===== src/shared/isvm_consts.vh =====
/*
 * Constants of the interrupt source to vector map: register offsets,
 * field layouts, vector numbering and the table of implemented sources.
 * Assumes it is included by its bare name from the design files.
 */
`ifndef ISVM_CONSTS_VH
`define ISVM_CONSTS_VH

// Register counts
`define ISVM_NUM_FLAG_REGS   12
`define ISVM_NUM_LEVEL_REGS  47
`define ISVM_NUM_SOURCES     192
`define ISVM_NUM_FIELDS      188

// Byte offsets on the register bus
`define ISVM_FLAG_BASE       12'h000
`define ISVM_MASK_BASE       12'h040
`define ISVM_LEVEL_BASE      12'h100
`define ISVM_VSTAT_ADDR      12'h200
`define ISVM_ISTAT_ADDR      12'h210
`define ISVM_ICLR_ADDR       12'h214
`define ISVM_IEN_ADDR        12'h218

// Field layout of the level registers
`define ISVM_FIELD_W         3
`define ISVM_FIELD_PITCH     4
`define ISVM_FIELDS_PER_REG  4
`define ISVM_SRC_PER_REG     16

// Winning vector status layout
`define ISVM_VNUM_LSB        0
`define ISVM_VLVL_LSB        8
`define ISVM_VVALID_BIT      16

// Vector numbering and table addressing
`define ISVM_VECTOR_OFFSET   8'h08
`define ISVM_TABLE_BASE      24'h000014

// Event bits of the block's own interrupt status
`define ISVM_EV_WIN          0
`define ISVM_EV_OVERRUN      1
`define ISVM_NUM_EVENTS      2

// Reset values
`define ISVM_RESET_WORD      16'h0000

// Implemented sources, one bit per IRQ, word 11 first
`define ISVM_IMPL_MASK {16'h07c0, 16'h2000, 16'h0000, 16'h4000, \
  16'h0000, 16'h0001, 16'hc000, 16'h2046, 16'h0200, 16'h007f, \
  16'hff1f, 16'hffff}

// Sources present only with the network controller
`define ISVM_NET_MASK {16'h0000, 16'h0000, 16'h0000, 16'h0000, \
  16'h0000, 16'h0000, 16'h0000, 16'h0040, 16'h0000, 16'h000c, \
  16'h0000, 16'h0000}

`endif


===== src/verilog/isvm_vector_map.v =====
/*
 * Interrupt source to vector map: request flags, request masks and
 * source levels behind an APB slave, arbitration of pending sources and
 * the latched winning vector presented to the CPU core.
 * Assumes source events are one-cycle pulses from logic on mclk; any
 * pin edge detection sits upstream.
 */
// Our own choices: the placing of the registers and the APB interface to the registers.
// Overview of operation
// - External request zero: vector 8, IRQ 0
// - Lowest IRQ wins among equal levels
// - Table address is base plus twice IRQ
// - Sixteen sources per flag and mask register
// - Four 3-bit level fields per register
// - Vector number equals IRQ plus eight
// - Transfer channels at IRQ 4, 14, 24, 36
// - Serial port errors at IRQ 65, 66
// - Pulse generators at IRQ 94 to 96
// - Sensor link sources at IRQ 182 to 185
// - Flash fault at IRQ 186, own level
// - Network sources only on network variants
// - Flags sticky until software clears; mask gates
// - Eight levels used for arbitration
// - Winner vector and level latched, readable
// - Fixed order within one level
`timescale 1ns/1ps
`default_nettype none
`include "isvm_consts.vh"

module isvm_vector_map #(
  parameter HAS_NETWORK = 1,
  parameter NUM_SRC     = 192
) (
  input  wire                   mclk,
  input  wire                   rstn,
  input  wire                   psel,
  input  wire                   penable,
  input  wire                   pwrite,
  input  wire [11:0]            paddr,
  input  wire [31:0]            pwdata,
  output reg  [31:0]            prdata,
  output reg                    pready,
  output reg                    pslverr,
  input  wire [NUM_SRC-1:0]     srcEvent,
  output reg                    cpuRequest_r,
  output reg  [7:0]             cpuVector_r,
  output reg  [3:0]             cpuLevel_r,
  output reg  [23:0]            cpuTableAddr_r,
  output reg                    irqOut_r
);

  localparam FLAG_W  = `ISVM_NUM_FLAG_REGS * 16;
  localparam LEVEL_W = `ISVM_NUM_LEVEL_REGS * 16;

  // network sources dropped on other variants
  wire [NUM_SRC-1:0] implMask = (HAS_NETWORK != 0) ? `ISVM_IMPL_MASK :
                                (`ISVM_IMPL_MASK & ~`ISVM_NET_MASK);

  reg  [FLAG_W-1:0]  flag_r;      // request_flag_reg words
  reg  [FLAG_W-1:0]  flagNxt;
  reg  [FLAG_W-1:0]  mask_r;      // request_mask_reg words
  reg  [FLAG_W-1:0]  maskNxt;
  reg  [LEVEL_W-1:0] level_r;     // source_level_reg words
  reg  [LEVEL_W-1:0] levelNxt;
  reg  [16:0]        vstat_r;     // winning_vector_status
  reg  [1:0]         istat_r;     // Block event status
  reg  [1:0]         istatNxt;
  reg  [1:0]         ien_r;       // Block event enables
  reg  [31:0]        rdNxt;       // Read data next
  reg                errNxt;      // Unmapped access

  wire [LEVEL_W-1:0] levelWmask;  // Writable level bits
  wire [NUM_SRC*3-1:0] levelFlat; // One level per source

  wire               winValid;
  wire [7:0]         winIrq;
  wire [2:0]         winLevel;

  // Bus phases
  wire access = psel & penable;
  wire done   = access & pready;
  wire wrDone = done & pwrite;

  // Address decode into register groups
  wire [11:0] flagOfs  = paddr - `ISVM_FLAG_BASE;
  wire [11:0] maskOfs  = paddr - `ISVM_MASK_BASE;
  wire [11:0] levelOfs = paddr - `ISVM_LEVEL_BASE;
  wire [9:0]  flagIdx  = flagOfs[11:2];
  wire [9:0]  maskIdx  = maskOfs[11:2];
  wire [9:0]  levelIdx = levelOfs[11:2];
  wire aligned  = (paddr[1:0] == 2'b00);
  wire inFlag   = aligned && paddr >= `ISVM_FLAG_BASE &&
                  flagIdx < `ISVM_NUM_FLAG_REGS;
  wire inMask   = aligned && paddr >= `ISVM_MASK_BASE &&
                  maskIdx < `ISVM_NUM_FLAG_REGS;
  wire inLevel  = aligned && paddr >= `ISVM_LEVEL_BASE &&
                  levelIdx < `ISVM_NUM_LEVEL_REGS;

  // four fields of three bits per word
  // flash fault keeps its own natural slot
  genvar k;
  generate
    for (k = 0; k < NUM_SRC; k = k + 1) begin : gField
      if (k < `ISVM_NUM_FIELDS) begin : gLive
        localparam integer POS = `ISVM_SRC_PER_REG * (k / 4) +
                                 `ISVM_FIELD_PITCH * (k % 4);
        assign levelFlat[k*3 +: 3]   = level_r[POS +: 3];
        assign levelWmask[POS +: 4]  = {1'b0, {3{implMask[k]}}};
      end else begin : gNone
        assign levelFlat[k*3 +: 3] = 3'h0;
      end
    end
  endgenerate

  // flag words: IRQ/16 selects word, IRQ%16 the bit
  // hardware event sets, software write loads the word (sets or clears)
  always @* begin
    flagNxt = flag_r;
    if (wrDone && inFlag) begin
      flagNxt[flagIdx*16 +: 16] = pwdata[15:0];
    end
    // Set wins over a clear in the same cycle
    flagNxt = (flagNxt | srcEvent) & implMask;
  end

  // mask words, same layout as flags
  always @* begin
    maskNxt = mask_r;
    if (wrDone && inMask) begin
      maskNxt[maskIdx*16 +: 16] = pwdata[15:0];
    end
    maskNxt = maskNxt & implMask;
  end

  always @* begin
    levelNxt = level_r;
    if (wrDone && inLevel) begin
      levelNxt[levelIdx*16 +: 16] = pwdata[15:0];
    end
    levelNxt = levelNxt & levelWmask;
  end

  // Block event status: set wins over clear
  always @* begin
    istatNxt = istat_r;
    if (wrDone && paddr == `ISVM_ICLR_ADDR) begin
      istatNxt = istatNxt & ~pwdata[1:0];
    end
    // New winner latched
    if (winValid && (!vstat_r[`ISVM_VVALID_BIT] ||
        vstat_r[7:0] != winIrq + `ISVM_VECTOR_OFFSET)) begin
      istatNxt[`ISVM_EV_WIN] = 1'b1;
    end
    // Event hit a flag that was still set
    if (|(srcEvent & flag_r & implMask)) begin
      istatNxt[`ISVM_EV_OVERRUN] = 1'b1;
    end
  end

  // Read mux and unmapped detection
  always @* begin
    rdNxt  = 32'h0000_0000;
    errNxt = 1'b0;
    if (inFlag) begin
      rdNxt[15:0] = flag_r[flagIdx*16 +: 16];
    end else if (inMask) begin
      rdNxt[15:0] = mask_r[maskIdx*16 +: 16];
    end else if (inLevel) begin
      rdNxt[15:0] = level_r[levelIdx*16 +: 16];
    end else if (paddr == `ISVM_VSTAT_ADDR) begin
      rdNxt[16:0] = vstat_r;
    end else if (paddr == `ISVM_ISTAT_ADDR) begin
      rdNxt[1:0] = istat_r;
    end else if (paddr == `ISVM_ICLR_ADDR) begin
      // Write-only, reads zero
      rdNxt = 32'h0000_0000;
    end else if (paddr == `ISVM_IEN_ADDR) begin
      rdNxt[1:0] = ien_r;
    end else begin
      errNxt = 1'b1;
    end
    // Status registers refuse writes
    if (pwrite && paddr == `ISVM_VSTAT_ADDR) begin
      errNxt = 1'b1;
    end
    if (pwrite && paddr == `ISVM_ISTAT_ADDR) begin
      errNxt = 1'b1;
    end
  end

  // APB slave: one wait state, answer registered
  always @(posedge mclk) begin
    if (!rstn) begin
      pready  <= 1'b0;
      prdata  <= 32'h0000_0000;
      pslverr <= 1'b0;
    end else begin
      pready  <= access & ~pready;
      prdata  <= (access & ~pready & ~pwrite) ? rdNxt : 32'h0000_0000;
      pslverr <= access & ~pready & errNxt;
    end
  end

  always @(posedge mclk) begin
    if (!rstn) begin
      flag_r  <= {FLAG_W{1'b0}};
      mask_r  <= {FLAG_W{1'b0}};
      level_r <= {LEVEL_W{1'b0}};
      istat_r <= 2'b00;
      ien_r   <= 2'b00;
    end else begin
      flag_r  <= flagNxt;
      mask_r  <= maskNxt;
      level_r <= levelNxt;
      istat_r <= istatNxt;
      if (wrDone && paddr == `ISVM_IEN_ADDR) begin
        ien_r <= pwdata[1:0];
      end
    end
  end

  isvm_arbiter #(
    .NUM_SRC (NUM_SRC)
  ) uArb (
    .mclk       (mclk),
    .rstn       (rstn),
    .pending    (flag_r & mask_r & implMask),
    .levels     (levelFlat),
    .winValid_r (winValid),
    .winIrq_r   (winIrq),
    .winLevel_r (winLevel)
  );

  always @(posedge mclk) begin
    if (!rstn) begin
      vstat_r        <= 17'h00000;
      cpuRequest_r   <= 1'b0;
      cpuVector_r    <= 8'h00;
      cpuLevel_r     <= 4'h0;
      cpuTableAddr_r <= 24'h000000;
      irqOut_r       <= 1'b0;
    end else begin
      cpuRequest_r <= winValid;
      irqOut_r     <= |(istatNxt & ien_r);
      if (winValid) begin
        vstat_r        <= {1'b1, 5'h00, winLevel,
                           winIrq + `ISVM_VECTOR_OFFSET};
        cpuVector_r    <= winIrq + `ISVM_VECTOR_OFFSET;
        cpuLevel_r     <= {1'b0, winLevel};
        cpuTableAddr_r <= `ISVM_TABLE_BASE + {15'h0000, winIrq, 1'b0};
      end else begin
        // Keep last vector, drop the valid mark
        vstat_r[`ISVM_VVALID_BIT] <= 1'b0;
      end
    end
  end

endmodule // isvm_vector_map

`default_nettype wire


===== src/verilog/isvm_arbiter.v =====
/*
 * Fixed-order arbiter: picks the pending source of highest level, the
 * lowest IRQ number among equals, and registers the result.
 * Assumes pending and level vectors come from logic on mclk.
 */
`timescale 1ns/1ps
`default_nettype none

module isvm_arbiter #(
  parameter NUM_SRC = 192
) (
  input  wire                   mclk,
  input  wire                   rstn,
  input  wire [NUM_SRC-1:0]     pending,
  input  wire [NUM_SRC*3-1:0]   levels,
  output reg                    winValid_r,
  output reg  [7:0]             winIrq_r,
  output reg  [2:0]             winLevel_r
);

  reg           found;     // Any candidate seen so far
  reg   [7:0]   bestIrq;   // Best IRQ so far
  reg   [2:0]   bestLvl;   // Best level so far
  integer       i;

  always @* begin
    found   = 1'b0;
    bestIrq = 8'h00;
    bestLvl = 3'h0;
    for (i = 0; i < NUM_SRC; i = i + 1) begin
      // Strictly greater replaces, so lower IRQ wins a tie
      if (pending[i] && (!found || levels[i*3 +: 3] > bestLvl)) begin
        found   = 1'b1;
        bestIrq = i[7:0];
        bestLvl = levels[i*3 +: 3];
      end
    end
  end

  always @(posedge mclk) begin
    if (!rstn) begin
      winValid_r <= 1'b0;
      winIrq_r   <= 8'h00;
      winLevel_r <= 3'h0;
    end else begin
      winValid_r <= found;
      winIrq_r   <= bestIrq;
      winLevel_r <= bestLvl;
    end
  end

endmodule // isvm_arbiter

`default_nettype wire


===== config.mk =====
export PLATFORM = sky130hd
export DESIGN_NAME = isvm_vector_map
export DESIGN_NICKNAME = d
export VERILOG_FILES = /design/src/verilog/isvm_vector_map.v /design/src/verilog/isvm_arbiter.v
export VERILOG_INCLUDE_DIRS = /design/src /design/src/shared
export SDC_FILE = /design/constraint.sdc
export NUM_CORES = 1
export LEC_CHECK = 0
export ABC_AREA = 1
export BUFFER_PORTS_ARGS = -buffer_cell sky130_fd_sc_hd__buf_2
export CORE_MARGIN = 2
export CORE_UTILIZATION = 25
export CTS_CLUSTER_SIZE = 10
export DETAILED_ROUTE_END_ITERATION = 8
export GPL_ROUTABILITY_DRIVEN = 0
export PLACE_DENSITY = 0.49
export SLEW_MARGIN = 5
export SYNTH_ARGS = -nofsm -noshare
export SYNTH_HDL_FRONTEND = slang
export SYNTH_SLANG_ARGS = --single-unit

===== constraint.sdc =====
create_clock -name mclk -period 53.3 [get_ports mclk]
set_input_delay 2.665 -clock mclk [delete_from_list [all_inputs] [get_ports mclk]]
set_output_delay 2.665 -clock mclk [all_outputs]
set_load 0.05 [all_outputs]

==> results of run 1 <==
[cells in the mapped netlist (36+ instances only)]
library cell / instances / area [um^2]
sky130_fd_sc_hd__nand2_2: 120 / 751
sky130_fd_sc_hd__clkbuf_1: 105 / 394
sky130_fd_sc_hd__a31oi_1: 40 / 250
sky130_fd_sc_hd__nand3_2: 47 / 470
sky130_fd_sc_hd__nand2_1: 713 / 2680
sky130_fd_sc_hd__o21ai_0: 337 / 1690
sky130_fd_sc_hd__nand4_1: 36 / 225
sky130_fd_sc_hd__nor2_1: 452 / 1700
sky130_fd_sc_hd__a211oi_1: 132 / 991
sky130_fd_sc_hd__nor3_1: 94 / 470
sky130_fd_sc_hd__nand3_1: 137 / 686
sky130_fd_sc_hd__inv_1: 565 / 2120
sky130_fd_sc_hd__dfxtp_1: 311 / 6230
sky130_fd_sc_hd__ha_1: 127 / 1590
sky130_fd_sc_hd__a21oi_1: 210 / 1050
[flip-flops by register name (all words and copies together) (netlist names), 2 cells and up]
signal / flops
level_r: 153
flag_r: 51
mask_r: 51
prdata: 17
cpuTableAddr_r: 8
uArb.winIrq_r: 8
cpuVector_r: 7
vstat_r: 4
uArb.winLevel_r: 3
ien_r: 2
istat_r: 2
[cell type report]
class | instances | area (um^2)
Tap cell | 1254 | 1570
Fill cell | 10200 | 62400
Inverter | 583 | 2210
Clock buffer | 49 | 1030
Antenna cell | 2 | 5.00
Multi-Input combinational cell | 2709 | 16200
Sequential cell | 311 | 6230
Timing Repair Buffer | 498 | 3470
Clock inverter | 6 | 36.3
[stage by stage]
| stage | util | hold WS (ns) | power, uW | instances | area (um^2) |
|---|---|---|---|---|---|
| after floorplan | - | 0.406 | 281 | 3752 | 23600 |
| after global placement | 0.293 | 0.429 | 312 | 5274 | 27300 |
| after detailed placement | 0.293 | 0.445 | 312 | 5274 | 27300 |
| after CTS | 0.305 | 0.450 | 553 | 5331 | 28500 |
| after global routing | 0.330 | 0.484 | 568 | 5410 | 30800 |
| final | 0.330 | 0.442 | 557 | 5412 | 30800 |
[cells by family (layout without fill, tap and decap cells)]
group	count (synthesis)	after routing	share of synthesized area
other	1	33	0.000160
and+or+nand+nor	1643	1643	0.312
xor gates and xnor gates	17	17	0.00634
DFF	311	311	0.265
adders and majority gates	127	127	0.0676
buffers and inverters	732	1136	0.122
AOI/OAI and AO/OA	891	891	0.227
[cell usage in the layout (no fill, tap or decap), drive strengths merged, types with 40 or more instances in the layout]
cell type,synthesis,final
a211oi,132,132
a21oi,210,210
a31oi,40,40
buf,44,498
clkbuf,105,49
dfxtp,311,311
ha,127,127
inv,569,571
nand2,848,848
nand3,184,184
nor2,453,453
nor3,94,94
o21ai,345,345
[critical path, delay by kind of cell (launching register included)]
| kind | cells | cell delay, ns |
|---|---|---|
| fa+ha+maj | 50 | 14.31 |
| compound gates | 121 | 11.98 |
| simple gates | 241 | 19.54 |
| buf+inv | 65 | 3.77 |
| flops | 1 | 0.35 |
[power by group through the flow]
| stage | logic [uW] | registers, uW | clock network (uW) |
|---|---|---|---|
| 2_1_floorplan | 38.4 | 243 | 0 |
| 3_3_place_gp | 67.2 | 245 | 0 |
| 3_5_place_dp | 66.9 | 245 | 0 |
| 4_1_cts | 67.2 | 240 | 246 |
| 5_1_grt | 72.5 | 240 | 255 |
| 6_report | 70.7 | 240 | 246 |
[per-layer routing]
metal	track usage	vias up	part of all wire
met5	0	-	0.00033
met4	0.132	6	0.068
met3	0.0397	354	0.092
met2	0.357	1484	0.43
met1	0.310	12900	0.41
li1	-	13200	-
[what timing repair did]
item / in CTS / in global routing
setup buffers: 2 / 83
resized for setup: 99 / 475
pin swaps: 3 / 269
setup endpoints to repair: 11 / 11
[worst max-delay path by stage]
stage | startpoint | endpoint | slack, ns | cells past startpoint
CTS | flag_r[0] | uArb.winIrq_r[5] | 0.02 | 481
finish | mask_r[0] | uArb.winIrq_r[5] | 3.13 | 477
floorplan | flag_r[0] | uArb.winIrq_r[5] | 2.84 | 470
global route | mask_r[0] | uArb.winIrq_r[5] | -1.15 | 478
detailed placement | mask_r[0] | uArb.winIrq_r[5] | -4.25 | 468
global placement | mask_r[0] | uArb.winIrq_r[5] | -3.96 | 467
==> Implementation_results.wiki, run 1 <==
{| class="wikitable"
! Metric !! Value
|-
| Status || finished, final reports clean
|-
| Worst Hold Path Cells || 2
|-
| Data arrival time of the worst path || between 50 and 60 ns
|-
| Floorplan core area || 0.0932 mm^2
|-
| Number of standard cells after synthesis || 3722
|-
| Required time of the critical path || 53.76 ns
|-
| Largest driver fanout on the critical path || 6
|-
| GRT Util Overall || 0.234
|-
| Total number of clock tree sinks || 311
|-
| Number of cells traversed by the worst register-to-register path || 477
|-
| Number of vias per cell || approximately 5.2
|-
| Crit path time final || 50.17 ns
|-
| DRC errors left || 0
|-
| Static leakage power || between 0.01 and 0.015 uW
|-
| Power share of the combinational group || 0.127
|-
| Stage delay of the slowest cell on the critical path || 0.35 ns
|-
| Net switching power || 173 uW
|-
| Width of the die || 311 um
|-
| Final Cycle Share || 0.941
|-
| Highest Clock Rate || 19.9 MHz
|-
| Overall via count from detail_route || 27900
|-
| Final wirelength || 120 mm
|-
| Setup TNS Final || 0 ns
|-
| Iter 0 DRT Violations || 2921
|-
| Post-route setup slack || 3.13 ns
|-
| Via count of the first global-routing pass || roughly 25000
|-
| Slew margin rel. || 0.147
|-
| CTS clock-pin slew for the worst setup and hold paths || 0.06 ns
|-
| Largest net degree at the start of global routing || 65
|-
| Total internal power || 385 uW
|-
| Cell at the root of the clock tree || sky130_fd_sc_hd__clkbuf_16
|-
| Antenna violations before repair || 5
|-
| Most frequent cell on the critical path || sky130_fd_sc_hd__nand2_2
|-
| WL/cell || 22.1 um
|-
| Worst-case clock buffer depth || 3
|-
| Total grt overflow || 0
|-
| Launch point of the worst hold path || uArb.winLevel_r[2]
|-
| Worst Tran Pin Value || 1.28 ns
|-
| Count of input and output buffers || about 120
|-
| Final HPWL DP || 94.6 mm
|-
| NumNets Final || between 4000 and 5000
|-
| Final setup violation count || 0
|-
| Reg-to-reg startpoint || mask_r[0]
|-
| Die H || slightly above 300 um
|-
| Number of pins exceeding their max-slew limit in the final report || 0
|-
| Proportion of total power due to net switching || 0.310
|-
| Placement row count || 112
|-
| Clock network power share || 0.442
|-
| Most frequently used flop master after synthesis || sky130_fd_sc_hd__dfxtp_1
|-
| Endpoint, Worst Hold || vstat_r[10]
|-
| Synthesis-to-finish area growth || 30.9%
|-
| # hold bufs at CTS || 0
|-
| Number of buffers inserted during clock tree synthesis || 39
|-
| Terminus of the critical flop-to-flop path || uArb.winIrq_r[5]
|-
| Initial standard-cell utilization of the core || 0.252
|-
| TritonCTS clock tree || built
|-
| Number of flops mapped to enable cells by yosys || 0
|-
| Standard cell with the maximum stage delay on the critical path || sky130_fd_sc_hd__dfxtp_2
|-
| Kind of end point of the critical path || register
|-
| Setup Slack @ Placement || -4.25 ns
|-
| Tightest Hold Check Type || reg2reg
|-
| Synthesized cell area || 0.0235 mm^2
|-
| Pwr dens || approximately 18 mW/mm^2
|-
| Die ar. || 0.0965 mm^2
|-
| Detailed Routing Iterations Pass 1 || 6
|-
| Max IR drop VDD || 0.0000184 V
|-
| Number of synthesized register bits || between 300 and 400
|-
| Reg power frac || 0.431
|-
| FF-to-FF setup slack || around 3.1 ns
|-
| Setup repair after global routing missed its margin || yes
|-
| Final hold violation count || 0
|-
| Portion of the post-synthesis area used by sequential elements || 0.265
|-
| I/O pin cnt || 313
|-
| Wire length of the first global-routing pass || 169 mm
|-
| Critical setup path kind || reg2reg
|-
| YS warnings || 0
|-
| H-tree depth reported by CTS || 2
|-
| Share of async-settable or async-resettable flops after synthesis || 0
|-
| Worst Clk Skew || 0.0317 ns
|-
| Distinct cell type count after synthesis || 55
|-
| Startpoint kind of the worst setup timing path || register
|-
| Avg Synthesized Cell Area || approximately 6.3 um^2
|-
| Worst-skew pair later-pin latency || 0.59 ns
|-
| Maxcap violations || 0
|-
| Share of final-layout standard cells stronger than drive strength 1 || 0.253
|-
| Number of nets with antenna violations after detailed routing || 0
|}
No activity file was read; power rests on OpenSTA's default activity.
==> run 2, diff against run 1 <==
--- a/config.mk
+++ b/config.mk
@@ -8,13 +8,15 @@
 export LEC_CHECK = 0
 export ABC_AREA = 1
 export BUFFER_PORTS_ARGS = -buffer_cell sky130_fd_sc_hd__buf_2
+export CELL_PAD_IN_SITES_DETAIL_PLACEMENT = 1
+export CELL_PAD_IN_SITES_GLOBAL_PLACEMENT = 2
 export CORE_MARGIN = 2
 export CORE_UTILIZATION = 25
 export CTS_CLUSTER_SIZE = 10
 export DETAILED_ROUTE_END_ITERATION = 8
 export GPL_ROUTABILITY_DRIVEN = 0
-export PLACE_DENSITY = 0.49
-export SLEW_MARGIN = 5
+export PLACE_DENSITY = 0.76
+export SLEW_MARGIN = 40
 export SYNTH_ARGS = -nofsm -noshare
 export SYNTH_HDL_FRONTEND = slang
 export SYNTH_SLANG_ARGS = --single-unit
==> constraint.sdc (replaced) <==
create_clock -name mclk -period 53.3 [get_ports mclk]
set_input_delay 2.665 -clock mclk [delete_from_list [all_inputs] [get_ports mclk]]
set_output_delay 2.665 -clock mclk [all_outputs]
set_load 0.01 [all_outputs]
==> run 2 against run 1 <==
Clock power increased by 5%. First-iteration DRC count decreased by 14%. Routed wire length increased by 11%. Critical path depth decreased by 3. Critical path type unchanged. Critical endpoint unchanged. Largest cell class unchanged.
==> Implementation_results.wiki, run 2 (same netlist as run 1, synthesis figures left out) <==
{| class="wikitable"
! Metric !! Value
|-
| FF-to-FF setup slack || 1.99 ns
|-
| Most frequent cell on the critical path || sky130_fd_sc_hd__nand2_4
|-
| Setup repair after global routing missed its margin || yes
|-
| Tightest Hold Check Type || reg2reg
|-
| Setup TNS Final || 0 ns
|-
| Die H || 311 um
|-
| Worst Hold Path Cells || 2
|-
| DRC errors left || 0
|-
| Via count of the first global-routing pass || roughly 28000
|-
| Kind of cell adding the most delay to the critical path || simple AND/OR/NAND/NOR gates
|-
| Share of final-layout standard cells stronger than drive strength 1 || 0.268
|-
| NumNets Final || 4522
|-
| Kind of end point of the critical path || register
|-
| Die ar. || 0.0965 mm^2
|-
| Register with the most flip-flops || level_r
|-
| Number of cells traversed by the worst register-to-register path || 474
|-
| Final wirelength || 133 mm
|-
| Commonest cells after routing, fill and taps aside || sky130_fd_sc_hd__nand2_1, sky130_fd_sc_hd__inv_1, sky130_fd_sc_hd__nor2_1
|-
| Required time of the critical path || 53.76 ns
|-
| Placement row count || 112
|-
| Cell at the root of the clock tree || sky130_fd_sc_hd__clkbuf_16
|-
| Initial standard-cell utilization of the core || 0.252
|-
| Worst Tran Pin Value || a little under 1 ns
|-
| Final Util || 0.337
|-
| Standard cell with the maximum stage delay on the critical path || sky130_fd_sc_hd__dfxtp_2
|-
| Highest Clock Rate || 19.5 MHz
|-
| Dpl cell area || 0.0274 mm^2
|-
| Status || finished, final reports clean
|-
| Launch point of the worst hold path || cpuTableAddr_r[6]
|-
| TritonCTS clock tree || built
|-
| Number of vias per cell || 5.27
|-
| Worst slack on hold paths || roughly 0.46 ns
|-
| Most common cell after layout, fill and taps aside || sky130_fd_sc_hd__nand2_1
|-
| CTS clock-pin slew for the worst setup and hold paths || 0.06 ns
|-
| Static leakage power || 0.0141 uW
|-
| Wire length of the first global-routing pass || 186 mm
|-
| Terminus of the critical flop-to-flop path || uArb.winIrq_r[5]
|-
| Stage delay of the slowest cell on the critical path || ~0.35 ns
|-
| Worst-case clock buffer depth || 3
|-
| Endpoint, Worst Hold || cpuTableAddr_r[6]
|-
| Slew margin rel. || 0.337
|-
| Critical setup path kind || reg2reg
|-
| Synthesis-to-finish area growth || 33.5%
|-
| Detailed Routing Iterations Pass 1 || 6
|-
| Floorplan core area || just over 0.09 mm^2
|-
| Pwr dens || 18.1 mW/mm^2
|-
| Fill cell count || 11800
|-
| Largest net degree at the start of global routing || 85
|-
| Number of pins exceeding their max-slew limit in the final report || 0
|-
| Max reg flops || 153
|-
| GRT Util Overall || 0.257
|-
| Total number of clock tree sinks || between 300 and 400
|-
| I/O pin cnt || 313
|-
| Startpoint kind of the worst setup timing path || register
|-
| Width of the die || around 310 um
|-
| Reg-to-reg startpoint || flag_r[0]
|-
| Iter 0 DRT Violations || 2525
|-
| Final standard cell area without fillers || 0.0314 mm^2
|-
| Data arrival time of the worst path || 51.78 ns
|-
| Maxcap violations || 0
|-
| Critical path buffer and inverter count || 67
|-
| Setup Slack @ Placement || -5.28 ns
|-
| WL/cell || roughly 24 um
|-
| Total grt overflow || 0
|-
| Largest driver fanout on the critical path || 7
|-
| Post-route setup slack || 1.99 ns
|-
| Max IR drop VDD || 0.0000198 V
|-
| H-tree depth reported by CTS || 2
|-
| Final setup violation count || 0
|-
| Antenna violations before repair || 7
|-
| Number of nets with antenna violations after detailed routing || 0
|-
| Count of input and output buffers || around 120
|-
| Final Cycle Share || 0.963
|-
| Registers with the most flip-flops || level_r: 153 flops, flag_r: 51 flops, mask_r: 51 flops
|-
| Crit path time final || 51.31 ns
|-
| Final HPWL DP || approximately 100 mm
|-
| Number of buffers inserted during clock tree synthesis || 39
|-
| Final hold violation count || 0
|-
| Worst-skew pair later-pin latency || 0.58 ns
|-
| Worst Clk Skew || 0.0221 ns
|-
| Overall via count from detail_route || 28600
|}
## run 2: report_power, final
part	switching, uW	total, uW	internal (uW)	leakage (uW)
clock network	113	259	147	0.000564
registers	5.14	241	235	0.00252
logic	54.8	69.0	14.1	0.0111
total	173	569	396	0.0141
## run 2: repair_timing
action / 4_1_cts / 5_1_grt
endpoints found under the setup margin: 11 / 11
pin swaps: 61 / 332
gates resized for setup: 175 / 479
setup buffers: 3 / 88
hold buffers: 0 / 0
## run 2: how the worst max path moves through the flow
stage | startpoint | end | slack, ns | cells after the start
floorplan | flag_r[0] | uArb.winIrq_r[5] | 2.84 | 470
global placement | mask_r[0] | uArb.winIrq_r[5] | -2.79 | 459
detailed placement | mask_r[0] | uArb.winIrq_r[5] | -5.28 | 463
CTS | flag_r[0] | uArb.winLevel_r[1] | 0.02 | 485
global route | mask_r[0] | uArb.winIrq_r[5] | -2.03 | 484
finish | flag_r[0] | uArb.winIrq_r[5] | 1.99 | 474
## run 2: stage by stage
stage / power (uW) / std cells
final: 569 / 5427
after floorplan: 277 / 3752
after global routing: 581 / 5423
after global placement: 310 / 5280
after CTS: 567 / 5339
after detailed placement: 311 / 5280
## run 2: area by class of cell
cell class	count	area, um^2	area share
well taps	1254	1570	0.0500
repair buffers	510	3590	0.114
diodes	4	10.0	0.000319
multi-input cells	2709	16600	0.529
clock inverters	8	105	0.00335
flip-flops and latches	311	6230	0.198
inverters	583	2220	0.0708
clock buffers	48	1040	0.0332
## run 2: worst reg2reg max path, delay by kind of cell (launching register included)
family / cells / cell delay (ns)
simple gates: 227 / 19.97
fa+ha+maj: 50 / 14.13
compound gates: 130 / 12.81
buf+inv: 67 / 3.84
flops: 1 / 0.35
## run 2: routing by layer
layer / track usage / part of all wire
met2: 0.409 / 0.45
met4: 0.152 / 0.069
met5: 0 / 0.00024
met1: 0.331 / 0.41
met3: 0.0364 / 0.069
